--- config.mk ---
export PLATFORM = sky130hd
export DESIGN_NAME = frpc_top
export DESIGN_NICKNAME = d
export VERILOG_FILES = /design/src/design/frpc_pkg.sv /design/src/design/frpc_top.sv /design/src/design/frpc_tri_bus.sv /design/src/design/frpc_cell.sv
export VERILOG_INCLUDE_DIRS = /design/src /design/src/design
export SDC_FILE = /design/constraint.sdc
export NUM_CORES = 1
export LEC_CHECK = 0
export BUFFER_PORTS_ARGS = -buffer_cell sky130_fd_sc_hd__clkbuf_2
export CORE_MARGIN = 1.5
export CORE_UTILIZATION = 56
export DETAILED_ROUTE_END_ITERATION = 16
export PLACE_DENSITY = 0.95
export SYNTH_ARGS = -nofsm -noshare
export SYNTH_HDL_FRONTEND = slang
export SYNTH_SLANG_ARGS = --single-unit
--- constraint.sdc ---
create_clock -name pclk -period 0.8 [get_ports pclk]
set_input_delay 0 -clock pclk [delete_from_list [all_inputs] [get_ports pclk]]
set_output_delay 0 -clock pclk [all_outputs]
set_load 0.01 [all_outputs]
--- src/design/frpc_map.svh ---
// Purpose: Register offsets, field positions and reset values of the fabric control block.
// Assumes: 32-bit APB data, one aligned word per register.
// Notes: Definitions only.
`ifndef FRPC_MAP_SVH
`define FRPC_MAP_SVH

// ==========================================================
// Register offsets
`define FRPC_ADDR_CTRL 12'h000
`define FRPC_ADDR_CLR_SEL 12'h004
`define FRPC_ADDR_CLR_USE 12'h008
`define FRPC_ADDR_PRESET 12'h00C
`define FRPC_ADDR_INV_DATA 12'h010
`define FRPC_ADDR_INV_OE 12'h014
`define FRPC_ADDR_OPEN_DRAIN 12'h018
`define FRPC_ADDR_GLOBAL_SEL 12'h01C
`define FRPC_ADDR_CELL_STAT 12'h020
`define FRPC_ADDR_LINE_STAT 12'h024

// ==========================================================
// Field positions
`define FRPC_CTRL_CNT_BIT 0
`define FRPC_CTRL_FB_BIT 1
`define FRPC_STAT_BUS_BIT 0
`define FRPC_STAT_GLB_LSB 4
`define FRPC_STAT_DED_LSB 8
`define FRPC_STAT_PIN_LSB 16

// ==========================================================
// Reset values and sizes
`define FRPC_RST_WORD 32'h0000_0000
`define FRPC_NO_REG 4'hF
`define FRPC_FAST_FB_CELL 1
`define FRPC_GLOBALS 4
`define FRPC_CELLS 10
`define FRPC_PINS 8
`define FRPC_BUS_DRIVERS 4

`endif

--- src/design/frpc_pkg.sv ---
// Purpose: Shared types of the fabric control block.
// Assumes: Nothing beyond the map header.
// Notes: State structs depend on parameters and live in the modules.
package frpc_pkg;

    // ==========================================================
    // APB slave phase, one-hot
    typedef enum logic [1:0] {
        FRPC_IDLE = 2'b01,
        FRPC_RESP = 2'b10
    } frpc_apb_state_type;

    typedef logic [11:0] frpc_addr_type;
    typedef logic [31:0] frpc_word_type;

endpackage

--- src/design/frpc_top.sv ---
// Purpose: Control side of one fabric slice: cells, emulated bus, globals, pins.
// Assumes: APB3 slave, inputs synchronous to pclk.
// Notes: Every top output is a flip-flop; pin outputs lag routing by one cycle.
`timescale 1ns/1ps
`include "frpc_map.svh"

module frpc_top #(
    parameter int CELLS = `FRPC_CELLS,
    parameter int PINS = `FRPC_PINS,
    parameter int GLOBALS = `FRPC_GLOBALS,
    parameter int DRIVERS = `FRPC_BUS_DRIVERS
) (
    input wire logic pclk,
    input wire logic presetn,
    input wire logic psel,
    input wire logic penable,
    input wire logic pwrite,
    input wire frpc_pkg::frpc_addr_type paddr,
    input wire frpc_pkg::frpc_word_type pwdata,
    output frpc_pkg::frpc_word_type prdata,
    output logic pready,
    output logic pslverr,
    input wire logic lab_control_one_n,
    input wire logic lab_control_two_n,
    input wire logic cnt_en,
    input wire logic sync_clr,
    input wire logic sync_ld,
    input wire logic carry_in,
    input wire logic [CELLS-1:0] cell_d,
    input wire logic [CELLS-1:0] cell_ld_data,
    input wire logic [CELLS-1:0] cell_cascade_in,
    output logic [CELLS-1:0] cell_q,
    input wire logic [DRIVERS-1:0] bus_drv_data,
    input wire logic [DRIVERS-1:0] bus_drv_en,
    output logic bus_level,
    input wire logic [GLOBALS-1:0] ded_in,
    input wire logic [GLOBALS-1:0] cell_global_val,
    output logic [GLOBALS-1:0] global_ctrl,
    output logic [GLOBALS-1:0] ded_data,
    input wire logic [PINS-1:0] route_data,
    input wire logic [PINS-1:0] route_oe,
    input wire logic chip_output_disable,
    input wire logic [PINS-1:0] pad_i,
    output logic [PINS-1:0] pad_o,
    output logic [PINS-1:0] pad_oe,
    output logic [PINS-1:0] pin_in_data
);
    import frpc_pkg::*;

    // ==========================================================
    // State
    typedef struct packed {
        frpc_apb_state_type apb_state;
        frpc_word_type prdata;
        logic pready;
        logic pslverr;
        logic counter_mode;
        logic fast_fb;
        logic [CELLS-1:0] clr_sel;
        logic [CELLS-1:0] clr_use;
        logic [CELLS-1:0] preset;
        logic [PINS-1:0] inv_data;
        logic [PINS-1:0] inv_oe;
        logic [PINS-1:0] open_drain;
        logic [GLOBALS-1:0] global_sel;
        logic [CELLS-1:0] cell_q;
        logic bus_level;
        logic [GLOBALS-1:0] global_ctrl;
        logic [GLOBALS-1:0] ded_data;
        logic [PINS-1:0] pad_o;
        logic [PINS-1:0] pad_oe;
        logic [PINS-1:0] pin_in;
    } frpc_top_state_type;

    frpc_top_state_type state_reg;
    frpc_top_state_type state_next;

    logic [CELLS-1:0] q_w;
    logic [CELLS:0] carry_w;
    logic bus_w;
    logic [GLOBALS-1:0] global_w;
    logic [PINS-1:0] data_w;
    logic [PINS-1:0] oe_w;

    // ==========================================================
    // Address decode, shared by read and write
    function automatic logic [3:0] reg_index(input frpc_addr_type a);
        logic [3:0] idx;
        idx = `FRPC_NO_REG;
        if (a == `FRPC_ADDR_CTRL) begin
            idx = 4'h0;
        end else if (a == `FRPC_ADDR_CLR_SEL) begin
            idx = 4'h1;
        end else if (a == `FRPC_ADDR_CLR_USE) begin
            idx = 4'h2;
        end else if (a == `FRPC_ADDR_PRESET) begin
            idx = 4'h3;
        end else if (a == `FRPC_ADDR_INV_DATA) begin
            idx = 4'h4;
        end else if (a == `FRPC_ADDR_INV_OE) begin
            idx = 4'h5;
        end else if (a == `FRPC_ADDR_OPEN_DRAIN) begin
            idx = 4'h6;
        end else if (a == `FRPC_ADDR_GLOBAL_SEL) begin
            idx = 4'h7;
        end else if (a == `FRPC_ADDR_CELL_STAT) begin
            idx = 4'h8;
        end else if (a == `FRPC_ADDR_LINE_STAT) begin
            idx = 4'h9;
        end
        return idx;
    endfunction

    // ==========================================================
    // Cell group
    assign carry_w[0] = carry_in;

    for (genvar i = 0; i < CELLS; i++) begin : g_cell
        frpc_cell u_cell (
            .pclk(pclk),
            .presetn(presetn),
            .lab_control_one_n(lab_control_one_n),
            .lab_control_two_n(lab_control_two_n),
            .clr_use(state_reg.clr_use[i]),
            .clr_sel(state_reg.clr_sel[i]),
            .preset_mode(state_reg.preset[i]),
            .counter_mode(state_reg.counter_mode),
            .fast_fb(state_reg.fast_fb && (i == `FRPC_FAST_FB_CELL)),
            .cnt_en(cnt_en),
            .sync_clr(sync_clr),
            .sync_ld(sync_ld),
            .ld_data(cell_ld_data[i]),
            .lut_d(cell_d[i]),
            .cascade_in(cell_cascade_in[i]),
            .carry_in(carry_w[i]),
            .q(q_w[i]),
            .carry_out(carry_w[i+1])
        );
    end

    // ==========================================================
    // Emulated internal bus
    frpc_tri_bus #(
        .DRIVERS(DRIVERS)
    ) u_bus (
        .drv_data(bus_drv_data),
        .drv_en(bus_drv_en),
        .level(bus_w)
    );

    // ==========================================================
    // Global lines and pin cells
    always_comb begin
        // A cell driving a line takes it away from its dedicated input
        global_w = (state_reg.global_sel & cell_global_val) | (~state_reg.global_sel & ded_in);
        data_w = route_data ^ state_reg.inv_data;
        oe_w = route_oe ^ state_reg.inv_oe;
    end

    // ==========================================================
    // Next state
    always_comb begin
        state_next = state_reg;
        state_next.cell_q = q_w;
        state_next.bus_level = bus_w;
        state_next.global_ctrl = global_w;
        state_next.ded_data = ded_in;
        state_next.pin_in = pad_i;
        for (int p = 0; p < PINS; p++) begin
            // Open drain only ever drives low; the enable does the toggling
            state_next.pad_o[p] = state_reg.open_drain[p] ? 1'b0 : data_w[p];
            state_next.pad_oe[p] = oe_w[p] & ~chip_output_disable;
        end

        case (state_reg.apb_state)
            FRPC_IDLE: begin
                state_next.pready = 1'b0;
                state_next.pslverr = 1'b0;
                if (psel && penable) begin
                    state_next.apb_state = FRPC_RESP;
                    state_next.pready = 1'b1;
                    state_next.prdata = `FRPC_RST_WORD;
                    if (reg_index(paddr) == `FRPC_NO_REG) begin
                        state_next.pslverr = 1'b1;
                    end else if (!pwrite) begin
                        case (reg_index(paddr))
                            4'h0: begin
                                state_next.prdata[`FRPC_CTRL_CNT_BIT] = state_reg.counter_mode;
                                state_next.prdata[`FRPC_CTRL_FB_BIT] = state_reg.fast_fb;
                            end
                            4'h1: state_next.prdata = 32'(state_reg.clr_sel);
                            4'h2: state_next.prdata = 32'(state_reg.clr_use);
                            4'h3: state_next.prdata = 32'(state_reg.preset);
                            4'h4: state_next.prdata = 32'(state_reg.inv_data);
                            4'h5: state_next.prdata = 32'(state_reg.inv_oe);
                            4'h6: state_next.prdata = 32'(state_reg.open_drain);
                            4'h7: state_next.prdata = 32'(state_reg.global_sel);
                            4'h8: state_next.prdata = 32'(state_reg.cell_q);
                            default: begin
                                state_next.prdata[`FRPC_STAT_BUS_BIT] = state_reg.bus_level;
                                state_next.prdata[`FRPC_STAT_GLB_LSB +: GLOBALS] =
                                    state_reg.global_ctrl;
                                state_next.prdata[`FRPC_STAT_DED_LSB +: GLOBALS] =
                                    state_reg.ded_data;
                                state_next.prdata[`FRPC_STAT_PIN_LSB +: PINS] = state_reg.pin_in;
                            end
                        endcase
                    end
                end
            end
            FRPC_RESP: begin
                // Writes land on the edge that samples pready high
                state_next.apb_state = FRPC_IDLE;
                state_next.pready = 1'b0;
                state_next.pslverr = 1'b0;
                if (psel && penable && pwrite) begin
                    case (reg_index(paddr))
                        4'h0: begin
                            state_next.counter_mode = pwdata[`FRPC_CTRL_CNT_BIT];
                            state_next.fast_fb = pwdata[`FRPC_CTRL_FB_BIT];
                        end
                        4'h1: state_next.clr_sel = pwdata[CELLS-1:0];
                        4'h2: state_next.clr_use = pwdata[CELLS-1:0];
                        4'h3: state_next.preset = pwdata[CELLS-1:0];
                        4'h4: state_next.inv_data = pwdata[PINS-1:0];
                        4'h5: state_next.inv_oe = pwdata[PINS-1:0];
                        4'h6: state_next.open_drain = pwdata[PINS-1:0];
                        4'h7: state_next.global_sel = pwdata[GLOBALS-1:0];
                        default: begin
                            // Status words and holes ignore writes
                            state_next.prdata = state_reg.prdata;
                        end
                    endcase
                end
            end
            default: begin
                state_next.apb_state = FRPC_IDLE;
                state_next.pready = 1'b0;
                state_next.pslverr = 1'b0;
            end
        endcase
    end

    // ==========================================================
    // Registers
    always_ff @(posedge pclk or negedge presetn) begin
        if (!presetn) begin
            state_reg <= '0;
            state_reg.apb_state <= FRPC_IDLE;
        end else begin
            state_reg <= state_next;
        end
    end

    // ==========================================================
    // Outputs, all straight from the state register
    assign prdata = state_reg.prdata;
    assign pready = state_reg.pready;
    assign pslverr = state_reg.pslverr;
    assign cell_q = state_reg.cell_q;
    assign bus_level = state_reg.bus_level;
    assign global_ctrl = state_reg.global_ctrl;
    assign ded_data = state_reg.ded_data;
    assign pad_o = state_reg.pad_o;
    assign pad_oe = state_reg.pad_oe;
    assign pin_in_data = state_reg.pin_in;
endmodule

--- src/design/frpc_tri_bus.sv ---
// Purpose: Emulated internal tri-state bus built as a multiplexer.
// Assumes: One enable and one data bit per driver.
// Notes: Purely combinational; the caller registers the level.
`timescale 1ns/1ps
`include "frpc_map.svh"
module frpc_tri_bus #(
    parameter int DRIVERS = `FRPC_BUS_DRIVERS
) (
    input wire logic [DRIVERS-1:0] drv_data,
    input wire logic [DRIVERS-1:0] drv_en,
    output logic level
);
    import frpc_pkg::*;

    logic [DRIVERS-1:0] en_less_one;
    logic multi;

    always_comb begin
        en_less_one = drv_en - DRIVERS'(1);
        multi = |(drv_en & en_less_one);
        if (drv_en == '0) begin
            // Never floats
            level = 1'b1;
        end else if (multi) begin
            // Contention resolves low
            level = 1'b0;
        end else begin
            level = |(drv_data & drv_en);
        end
    end
endmodule

--- src/design/frpc_cell.sv ---
// Purpose: One logic cell register with clear or preset and counter mode.
// Assumes: Clear sources are active-low group control lines.
// Notes: Preset is stored inverted so one constant clear serves both modes.
`timescale 1ns/1ps
module frpc_cell (
    input wire logic pclk,
    input wire logic presetn,
    input wire logic lab_control_one_n,
    input wire logic lab_control_two_n,
    input wire logic clr_use,
    input wire logic clr_sel,
    input wire logic preset_mode,
    input wire logic counter_mode,
    input wire logic fast_fb,
    input wire logic cnt_en,
    input wire logic sync_clr,
    input wire logic sync_ld,
    input wire logic ld_data,
    input wire logic lut_d,
    input wire logic cascade_in,
    input wire logic carry_in,
    output logic q,
    output logic carry_out
);
    import frpc_pkg::*;

    typedef struct packed {
        logic stored;
    } frpc_cell_state_type;

    frpc_cell_state_type state_reg;
    frpc_cell_state_type state_next;
    logic clr_n;
    logic cin;
    logic value_next;

    // ==========================================================
    // Clear source
    // An unused clear is held high so it never acts
    assign clr_n = presetn & (~clr_use | (clr_sel ? lab_control_two_n : lab_control_one_n));

    // ==========================================================
    // Next value
    always_comb begin
        q = state_reg.stored ^ preset_mode;
        // Fast feedback lets a chain start here from cnt_en instead of the incoming carry
        cin = fast_fb ? cnt_en : carry_in;
        carry_out = q & cin;
        if (counter_mode) begin
            if (sync_clr) begin
                value_next = 1'b0;
            end else if (sync_ld) begin
                value_next = ld_data;
            end else begin
                value_next = (q ^ cin) & cascade_in;
            end
        end else begin
            value_next = lut_d & cascade_in;
        end
        state_next.stored = value_next ^ preset_mode;
    end

    // Cleared store reads back as one in preset mode
    always_ff @(posedge pclk or negedge clr_n) begin
        if (!clr_n) begin
            state_reg <= '0;
        end else begin
            state_reg <= state_next;
        end
    end
endmodule

==> results of run 1 <==
logic make-up after synthesis:
| logic type | share of synthesized area [%] |
|---|---|
| AOI/OAI and AO/OA | 9.246 |
| xor gates and xnor gates | 4.776 |
| adders and majority gates | 1.616 |
| buffers and inverters | 9.605 |
| DFF | 49.21 |
| muxes | 14.45 |
| other | 0.05381 |
| and+or+nand+nor | 11.04 |
what timing repair did:
item | 4_1_cts
gates resized for setup | 137
pin swaps | 55
buffers inserted | 46
endpoints found under the setup margin | 188
hold endpoints to repair | 229
gates cloned | 5
hold buffers | 70
through the flow:
stage / setup slack [ns] / area [sq um] / utilization [%] / TNS, ns
after floorplan: -1.991 / 7395 / - / -89.24
after detailed placement: -2.151 / 8944 / 74.15 / -93.43
after CTS: -2.134 / 11260 / 93.38 / -105.93
after global placement: -2.017 / 8944 / 74.15 / -87.59
per-layer routing:
layer	overflow	global-route usage (%)
met2	295	108.7
met5	0	29.02
met3	5	68.98
met1	6	83.61
met4	157	99.67
==> flow_metrics.tcl, run 1 <==
set metrics [dict create \
    cts_made_buffers 17 \
    syn_avg_cell_area_sq_um 11.52 \
    synth-seq-cells 137 \
    netlist_top_cells_area "dfrtp_1 49%, mux2_2 11%, buf_4 8.1%, mux2i_1 3.3%, xnor2_1 2.9%" \
    netlist-cell-type-count 60 \
    yosys-top-cells-count "136 x dfrtp_1, 75 x buf_4, 65 x mux2_2" \
    numPlacedInstances 1004 \
    yosysMostFrequentCell "dfrtp_1" \
    synth_seq_area_share_pct 49.21 \
    die_h_um 114.6 \
    synth_warnings 0 \
    clock-sinks 137 \
    stop_stage "global routing" \
    postGrtWorstEndpoint "g_cell[9].u_cell.state_reg$_DFF_PN0_/D" \
    rows 40 \
    synthDominantCellAreaShare_pct 48.83 \
    clockBufferDepth 2 \
    synth_async_sr_flop_share_pct 100.0 \
    place_congestion 0.9956 \
    overflow 463 \
    yosysTopAreaCell "dfrtp_1" \
    io_pins 203 \
    hpwlAfterDp_um 16320 \
    synthFlopType "dfrtp_1" \
    grt_max_degree 40 \
    htreeDepth 4 \
    error "[ERROR GRT-0232] Routing congestion too high. Check the congestion heatmap in the GUI." \
    die_x_um 114.6 \
    port_buffers 168 \
    synth_cells 605 \
    clockRootBuffer "clkbuf_16" \
    worst_path_end_type "sequential cell input" \
    start_util_pct 57.78 \
    grt.total_usage_pct 88.28 \
    synth_edf_count 0 \
    outcome "stopped before the end" \
    syn-cell-area_sq_um 6969 \
]
==> run 2: changes to the inputs <==
CORE_UTILIZATION = 40   (was 56)
PLACE_DENSITY = not set   (was 0.95)
PLACE_DENSITY_LB_ADDON = 0.15   (was not set)
==> flow_metrics.tcl, run 2 <==
set metrics [dict create \
    outcome "finished with violations" \
    violations "negative setup slack" \
    die_x_um 135.0 \
    p_per_area_nw_per_um2 1551 \
    path_clk_slew_ns 0.06 \
    place_congestion 0.9467 \
    cts_made_buffers 17 \
    grt.total_usage_pct 25.24 \
    drc 0 \
    netlist_top_cells_area "dfrtp_1 49%, mux2_2 11%, buf_4 8.1%, mux2i_1 3.3%, xnor2_1 2.9%" \
    critical_path_arrival_ns 3.26 \
    whs_endpoint "g_cell[7].u_cell.state_reg" \
    layout_common_cells "141 x clkbuf_2, 135 x dfrtp_1, 135 x buf_4" \
    vias_per_cell 4.838 \
    grt_max_degree 35 \
    synth_seq_area_share_pct 49.21 \
    clockBufferDepth 2 \
    placed_cell_area_sq_um 9153 \
    reg2reg_from "state_reg[71]" \
    antenna_found_initial 0 \
    port_buffers 168 \
    synthFlopType "dfrtp_1" \
    grt_pass1_vias 6359 \
    areaGrowthSynthToFinish_pct 67.86 \
    hpwlAfterDp_um 15680 \
    holdCritStartpoint "cell_ld_data[7]" \
    drtPass1Iterations 4 \
    rsz0062_at_grt "true" \
    netlist-cell-type-count 60 \
    hold_class "primary input to flop" \
    die_h_um 135.0 \
    finalInstanceArea_sq_um 11700 \
    synthDominantCellAreaShare_pct 48.83 \
    detail-route-antenna-nets 0 \
    period_minus_slack_ns 2.917 \
    reg2reg_to "g_cell[9].u_cell.state_reg" \
    numPlacedInstances 1076 \
    wl_um 22100 \
    coreArea_sq_um 17180 \
    fin_ws_ns -2.117 \
    layout.nets 1121 \
    drive_gt1_share_pct 55.06 \
    clock-sinks 137 \
    yosys-top-cells-count "136 x dfrtp_1, 75 x buf_4, 65 x mux2_2" \
    period_share_pct 364.6 \
    diodes 0 \
    startpoint_type "flop" \
    reg2reg_slack_ns -2.12 \
    setup_viol 176 \
    cts_tree "built" \
    p_total_uw 18140 \
    cp.required_ns 1.15 \
    p_leak_uw 0.005742 \
    worst_hold_path.num_cells 4 \
    start_util_pct 40.57 \
    finalHoldViolCount 0 \
    cap_viol_max_count 0 \
    yosysTopAreaCell "dfrtp_1" \
    rows 48 \
    endpoint_kind "flop" \
    fillCellCount 1285 \
    synth_cells 605 \
    yosysMostFrequentCell "dfrtp_1" \
    htreeDepth 4 \
    fin_cells 1224 \
    drtIter0Drc 239 \
    vias 5922 \
    largest_reg_flops 62 \
    overflow 0 \
    crit_fanout 2 \
    synth_async_sr_flop_share_pct 100.0 \
    synth_warnings 0 \
    grt_pass1_wl_um 34250 \
    fmax_mhz 342.8 \
    final_common_cell "clkbuf_2" \
    synth-seq-cells 137 \
    synth_edf_count 0 \
    routedWlPerCell_um 18.05 \
    syn-cell-area_sq_um 6969 \
    io_pins 203 \
    die_area_sq_um 18220 \
    critical_path_class "flop to flop" \
    clockRootBuffer "clkbuf_16" \
    slew_viol_final 0 \
    syn_avg_cell_area_sq_um 11.52 \
    max-vdd-ir-drop_uv 1521 \
    clock_skew_ns 0.006789 \
    reg2reg_depth 15 \
    clk_latency_ns 0.42 \
]
-- run 2: cell counts after synthesis --
No cell type changed its count.
-- run 2: layout make-up --
cell class / instances / area, sq um / share of cell area [%]
Clock inverter: 10 / 190.2 / 1.626
Sequential cell: 137 / 3431 / 29.33
Clock buffer: 22 / 474.2 / 4.053
Timing Repair Buffer: 442 / 3649 / 31.19
Inverter: 10 / 40.04 / 0.3422
Multi-Input combinational cell: 378 / 3633 / 31.06
Tap cell: 225 / 281.5 / 2.406
-- run 2: power by group --
group	internal [uW]	switching (uW)	total [uW]
logic	1140	1010	2150
clock network	5800	3020	8810
registers	7080	90.9	7180
-- run 2: worst max path at each step --
stage / slack, ns / from / cells after the start / end
floorplan: -1.99 / state_reg[71] / 15 / g_cell[9].u_cell.state_reg
CTS: -2.14 / state_reg[71] / 15 / g_cell[9].u_cell.state_reg
global route: -2.24 / state_reg[71] / 15 / g_cell[9].u_cell.state_reg
detailed placement: -2.16 / state_reg[71] / 15 / g_cell[9].u_cell.state_reg
finish: -2.12 / state_reg[71] / 15 / g_cell[9].u_cell.state_reg
global placement: -2.04 / state_reg[71] / 15 / g_cell[9].u_cell.state_reg
-- run 2: timing repair --
action | CTS | global route
endpoints found under the hold margin | 223 | 0
setup buffers | 28 | 25
hold buffers | 74 | 0
setup endpoints to repair | 186 | 189
pin swaps | 38 | 28
gates resized for setup | 107 | 83
gates cloned | 5 | 0
-- run 2: critical path, stage by stage (launching register included) --
cell and delay (ns):
dfrtp_1 0.38, xor2_1 0.16, ha_2 0.18, mux2_4 0.28, ha_4 0.17, ha_4 0.15
ha_4 0.16, ha_4 0.15, ha_4 0.15, ha_4 0.15, ha_4 0.17, ha_4 0.17
xnor2_4 0.17, o22ai_2 0.09, a22oi_2 0.16, xnor2_1 0.13
-- run 2: per-layer routing --
layer | part of all wire (%) | track usage (%) | up-vias
li1 | - | - | 2834
met1 | 44 | 32.41 | 2888
met2 | 50 | 43.22 | 177
met3 | 3.9 | 3.679 | 23
met4 | 2.0 | 9.558 | 0
met5 | 0 | 0 | -
-- run 2: logic make-up after synthesis --
| kind of cell | Yosys count | synth area share, % |
|---|---|---|
| AOI/OAI and AO/OA | 88 | 9.246 |
| adders and majority gates | 9 | 1.616 |
| muxes | 90 | 14.45 |
| DFF | 137 | 49.21 |
| buffers and inverters | 101 | 9.605 |
| other | 1 | 0.05381 |
| xor gates and xnor gates | 38 | 4.776 |
| and+or+nand+nor | 141 | 11.04 |
-- run 2: stage by stage --
step                      hold slack (ns)  util [%]  worst slack (ns)  TNS, ns
after global routing              0.02683     68.11            -2.243  -110.88
after global placement          -0.007454     53.29            -2.038   -89.65
after CTS                        0.002154     66.15            -2.137  -105.52
after floorplan                   -0.2956         -            -1.991   -89.24
final                             0.02740     68.11            -2.117  -102.55
after detailed placement        -0.008490     53.29            -2.161   -91.52
No activity file was read; power rests on OpenSTA's default activity.
==> run 3: changes to the inputs <==
SETUP_SLACK_MARGIN = 0.02   (was not set)
==> flow_metrics.tcl, run 3 (synthesized netlist as in run 2, its figures left out) <==
set metrics [dict create \
    cts_made_buffers 17 \
    layout.nets 1119 \
    critical_path_class "flop to flop" \
    drtIter0Drc 198 \
    rsz0062_at_grt "true" \
    p_clk_share_pct 48.6 \
    hold_class "primary input to flop" \
    whs_endpoint "g_cell[7].u_cell.state_reg" \
    p_total_uw 18180 \
    p_switching_uw 4141 \
    port_buffers 168 \
    antenna_found_initial 0 \
    fin_util_pct 68.04 \
    die_h_um 135.0 \
    die_area_sq_um 18220 \
    layout_common_cells "141 x clkbuf_2, 135 x dfrtp_1, 132 x buf_4" \
    p_per_area_nw_per_um2 1555 \
    period_minus_slack_ns 2.920 \
    worst_hold_path.num_cells 4 \
    fin_ws_ns -2.120 \
    reg2reg_slack_ns -2.12 \
    critical_path_arrival_ns 3.27 \
    grt_pass1_wl_um 34490 \
    grt.total_usage_pct 25.43 \
    drive_gt1_share_pct 54.96 \
    crit_fanout 2 \
    holdCritStartpoint "cell_ld_data[7]" \
    cts_tree "built" \
    max-vdd-ir-drop_uv 1470 \
    cap_viol_max_count 0 \
    routedWlPerCell_um 18.16 \
    reg2reg_from "state_reg[71]" \
    place_ws_ns -2.161 \
    p_leak_uw 0.005731 \
    violations "negative setup slack" \
    tightest_slew_ns 0.4960 \
    p_int_uw 14040 \
    clock_skew_ns 0.007803 \
    startpoint_type "flop" \
    place_congestion 0.9467 \
    register_area_sq_um 3431 \
    period_share_pct 365.0 \
    start_util_pct 40.57 \
    die_x_um 135.0 \
    pwr-share-seq_pct 39.5 \
    wl_um 22190 \
    swShare_pct 22.78 \
    fin_setup_tns_ns -103.72 \
    clockRootBuffer "clkbuf_16" \
    slew_viol_final 0 \
    largest_reg_flops 62 \
    final_common_cell "clkbuf_2" \
    diodes 0 \
    htreeDepth 4 \
    detail-route-antenna-nets 0 \
    path_clk_slew_ns 0.06 \
    multiInputGateArea_sq_um 3633 \
    drc 0 \
    grt_max_degree 35 \
    hpwlAfterDp_um 15680 \
    coreArea_sq_um 17180 \
    vias 5918 \
    setup_viol 175 \
    rows 48 \
    drtPass1Iterations 4 \
    clock-sinks 137 \
    cp.required_ns 1.15 \
    clk_latency_ns 0.43 \
    reg2reg_depth 15 \
    endpoint_kind "flop" \
    areaGrowthSynthToFinish_pct 67.68 \
    io_pins 203 \
    fillCellCount 1276 \
    grt_pass1_vias 6443 \
    fin_hold_ws_ns 0.02659 \
    clockBufferDepth 2 \
    vias_per_cell 4.843 \
    finalHoldViolCount 0 \
    slew-limit-headroom_pct 66.81 \
    fmax_mhz 342.5 \
    pwr-share-comb_pct 11.9 \
    reg2reg_to "g_cell[9].u_cell.state_reg" \
    overflow 0 \
    outcome "finished with violations" \
]
run 3: cell count changes in the layout (fill, tap and decap cells not counted), sizes merged:
cell,previous run,this run
buf,225,224
clkbuf,165,164
run 3: what timing repair did:
item,4_1_cts,5_1_grt
cloned,5,0
resized for setup,113,81
hold buffers,74,0
hold endpoints to repair,223,0
pin swaps,37,35
buffers inserted,30,25
endpoints found under the setup margin,187,193
run 3: power groups by stage:
| stage | Combinational [uW] | Sequential (uW) | Clock [uW] |
|---|---|---|---|
| after CTS | 2050 | 7170 | 9000 |
| after detailed placement | 1540 | 7290 | 0 |
| after global routing | 2350 | 7180 | 9270 |
| after floorplan | 769 | 7260 | 0 |
| final | 2170 | 7180 | 8840 |
| after global placement | 1510 | 7280 | 0 |
run 3: worst max-delay path by stage:
stage                        startpoint                          to  slack [ns]  cells after the start
after detailed placement  state_reg[71]  g_cell[9].u_cell.state_reg       -2.16                     15
final                     state_reg[71]  g_cell[9].u_cell.state_reg       -2.12                     15
after CTS                 state_reg[71]  g_cell[9].u_cell.state_reg       -2.13                     15
after floorplan           state_reg[71]  g_cell[9].u_cell.state_reg       -1.99                     15
after global routing      state_reg[71]  g_cell[9].u_cell.state_reg       -2.24                     15
after global placement    state_reg[71]  g_cell[9].u_cell.state_reg       -2.04                     15
run 3: area by class of cell:
| class | count | area share [%] |
|---|---|---|
| clock buffer | 22 | 4.058 |
| timing repair buffer | 440 | 31.09 |
| multi-input combinational | 378 | 31.09 |
| sequential | 137 | 29.36 |
| tap | 225 | 2.409 |
| clock inverter | 10 | 1.627 |
| inverter | 10 | 0.3640 |
run 3: layer usage:
metal | vias to the layer above | routed length, um | GRT usage (%)
li1 | 2827 | - | -
met1 | 2869 | 9806 | 32.42
met2 | 187 | 10990 | 43.87
met3 | 35 | 904 | 3.716
met4 | 0 | 485 | 9.498
met5 | - | 0 | 0
run 3: worst max-delay path: stages, from the launching register on:
cell     delay [ns]
dfrtp_1        0.38
xor2_1         0.16
ha_2           0.18
mux2_4         0.28
ha_4           0.17
ha_4           0.15
ha_4           0.16
ha_4           0.15
ha_4           0.15
ha_4           0.15
ha_4           0.17
ha_4           0.18
xnor2_4        0.17
o22ai_2        0.09
a22oi_2        0.16
xnor2_1        0.13
run 3: through the flow:
| stage | instances | cell area (sq um) |
|---|---|---|
| floorplan | 616 | 7395 |
| global placement | 1076 | 9153 |
| detailed placement | 1076 | 9153 |
| CTS | 1213 | 11440 |
| global route | 1222 | 11690 |
| finish | 1222 | 11690 |
==> run 4: changes to the inputs <==
PLACE_DENSITY_LB_ADDON = not set   (was 0.15)
==> flow_metrics.tcl, run 4 (synthesized netlist as in run 2, its figures left out) <==
set metrics [dict create \
    cts_tree "built" \
    diodes 0 \
    port_buffers 168 \
    wl_um 22820 \
    reg2reg_from "g_cell[0].u_cell.state_reg" \
    io_pins 203 \
    worst_hold_path.num_cells 3 \
    routedWlPerCell_um 18.68 \
    clockRootBuffer "clkbuf_16" \
    clock-sinks 137 \
    finalHoldViolCount 1 \
    clk_latency_ns 0.43 \
    place_congestion 0.9313 \
    drtIter0Drc 264 \
    fillCellCount 1254 \
    coreArea_sq_um 17180 \
    cts_made_buffers 17 \
    grt.total_usage_pct 25.56 \
    detail-route-antenna-nets 0 \
    outcome "finished with violations" \
    setup_viol 173 \
    rsz0062_at_grt "true" \
    p_total_uw 17830 \
    critical_path_class "flop to flop" \
    slew_viol_final 0 \
    whs_endpoint "bus_level" \
    clockBufferDepth 2 \
    die_h_um 135.0 \
    fmax_mhz 343.6 \
    fin_ws_ns -2.111 \
    overflow 0 \
    final_common_cell "clkbuf_2" \
    period_share_pct 363.8 \
    drive_gt1_share_pct 56.77 \
    reg2reg_to "g_cell[9].u_cell.state_reg" \
    crit_fanout 2 \
    numPlacedInstances 1075 \
    hold_class "primary input to flop" \
    drtPass1Iterations 4 \
    vias_per_cell 4.965 \
    p_leak_uw 0.005737 \
    p_per_area_nw_per_um2 1522 \
    startpoint_type "flop" \
    cap_viol_max_count 0 \
    drc 0 \
    grt_pass1_wl_um 34670 \
    critical_path_arrival_ns 3.26 \
    reg2reg_depth 15 \
    register_area_sq_um 3430 \
    die_x_um 135.0 \
    max-vdd-ir-drop_uv 1504 \
    vias 6067 \
    path_clk_slew_ns 0.06 \
    cp.required_ns 1.15 \
    layout.nets 1119 \
    htreeDepth 4 \
    die_area_sq_um 18220 \
    rows 48 \
    fin_cells 1222 \
    grt_pass1_vias 6370 \
    start_util_pct 40.57 \
    clock_skew_ns 0.01176 \
    fin_hold_ws_ns -0.006050 \
    fin_setup_tns_ns -107.36 \
    period_minus_slack_ns 2.911 \
    largest_reg_flops 62 \
    areaGrowthSynthToFinish_pct 68.15 \
    multiInputGateArea_sq_um 3699 \
    grt_max_degree 32 \
    antenna_found_initial 2 \
    endpoint_kind "flop" \
    violations "negative hold slack, negative setup slack" \
    layout_common_cells "139 x clkbuf_2, 138 x buf_4, 136 x dfrtp_1" \
    reg2reg_slack_ns -2.11 \
    holdCritStartpoint "bus_drv_en[2]" \
    hpwlAfterDp_um 15950 \
]
run 4: cell types whose count changed in the layout (fill, tap and decap cells not counted), moves of 3 or more:
cell	change
dlygate4sd3_1	-4
nand2_1	-4
buf_4	+6
o21ai_2	+3
o21ai_0	-4
nand3_2	+4
buf_16	-3
nand3_1	-4
run 4: critical path: stages, from the launching register on:
cell and delay [ns]:
dfrtp_1 0.38, xor2_1 0.18, ha_2 0.19, mux2_4 0.28, ha_4 0.17, ha_4 0.15
ha_4 0.16, ha_4 0.15, ha_4 0.15, ha_4 0.15, ha_4 0.17, ha_4 0.16
xnor2_2 0.12, o22ai_1 0.08, a22oi_1 0.19, xnor2_1 0.15
run 4: routing by layer:
metal  up-vias  part of all wire [%]  routed length [um]  track usage (%)
met4         4                   2.4                 550            9.080
met2       203                    50               11450            44.13
met5         -                  0.13                  29                0
met1      2995                    43                9720            32.30
met3        35                   4.7                1071            4.505
li1       2830                     -                   -                -
run 4: how the worst max path moves through the flow:
stage	start	end	slack [ns]
floorplan	state_reg[71]	g_cell[9].u_cell.state_reg	-1.99
global placement	g_cell[0].u_cell.state_reg	g_cell[9].u_cell.state_reg	-2.04
detailed placement	state_reg[71]	g_cell[9].u_cell.state_reg	-2.15
CTS	state_reg[71]	g_cell[9].u_cell.state_reg	-2.13
global route	g_cell[0].u_cell.state_reg	g_cell[9].u_cell.state_reg	-2.21
finish	g_cell[0].u_cell.state_reg	g_cell[9].u_cell.state_reg	-2.11
run 4: repair_timing:
item	in CTS	in global routing
hold buffers	71	1
hold endpoints to repair	223	1
buffers inserted	41	20
pin swaps	54	36
resized for setup	118	109
setup endpoints to repair	188	189
gates cloned	3	1
run 4: metrics by stage:
stage,cell area [sq um],worst slack [ns],util [%]
2_1_floorplan,7395,-1.991,-
3_3_place_gp,9145,-2.044,53.24
6_report,11720,-2.111,68.23
4_1_cts,11410,-2.126,66.44
5_1_grt,11720,-2.211,68.23
3_5_place_dp,9145,-2.152,53.24
run 4: power breakdown:
| group | internal (uW) | leakage (uW) | switching [uW] |
|---|---|---|---|
| Combinational | 1130 | 0.00361 | 1030 |
| Clock | 5530 | 0.000303 | 2950 |
| Sequential | 7090 | 0.00182 | 95.3 |
| Total | 13700 | 0.00574 | 4080 |
run 4: cell type report:
type,count,area share [%]
Clock buffer,21,4.100
Clock inverter,11,1.431
Inverter,10,0.3630
Multi-Input combinational cell,378,31.56
Sequential cell,137,29.27
Tap cell,225,2.402
Timing Repair Buffer,440,30.88
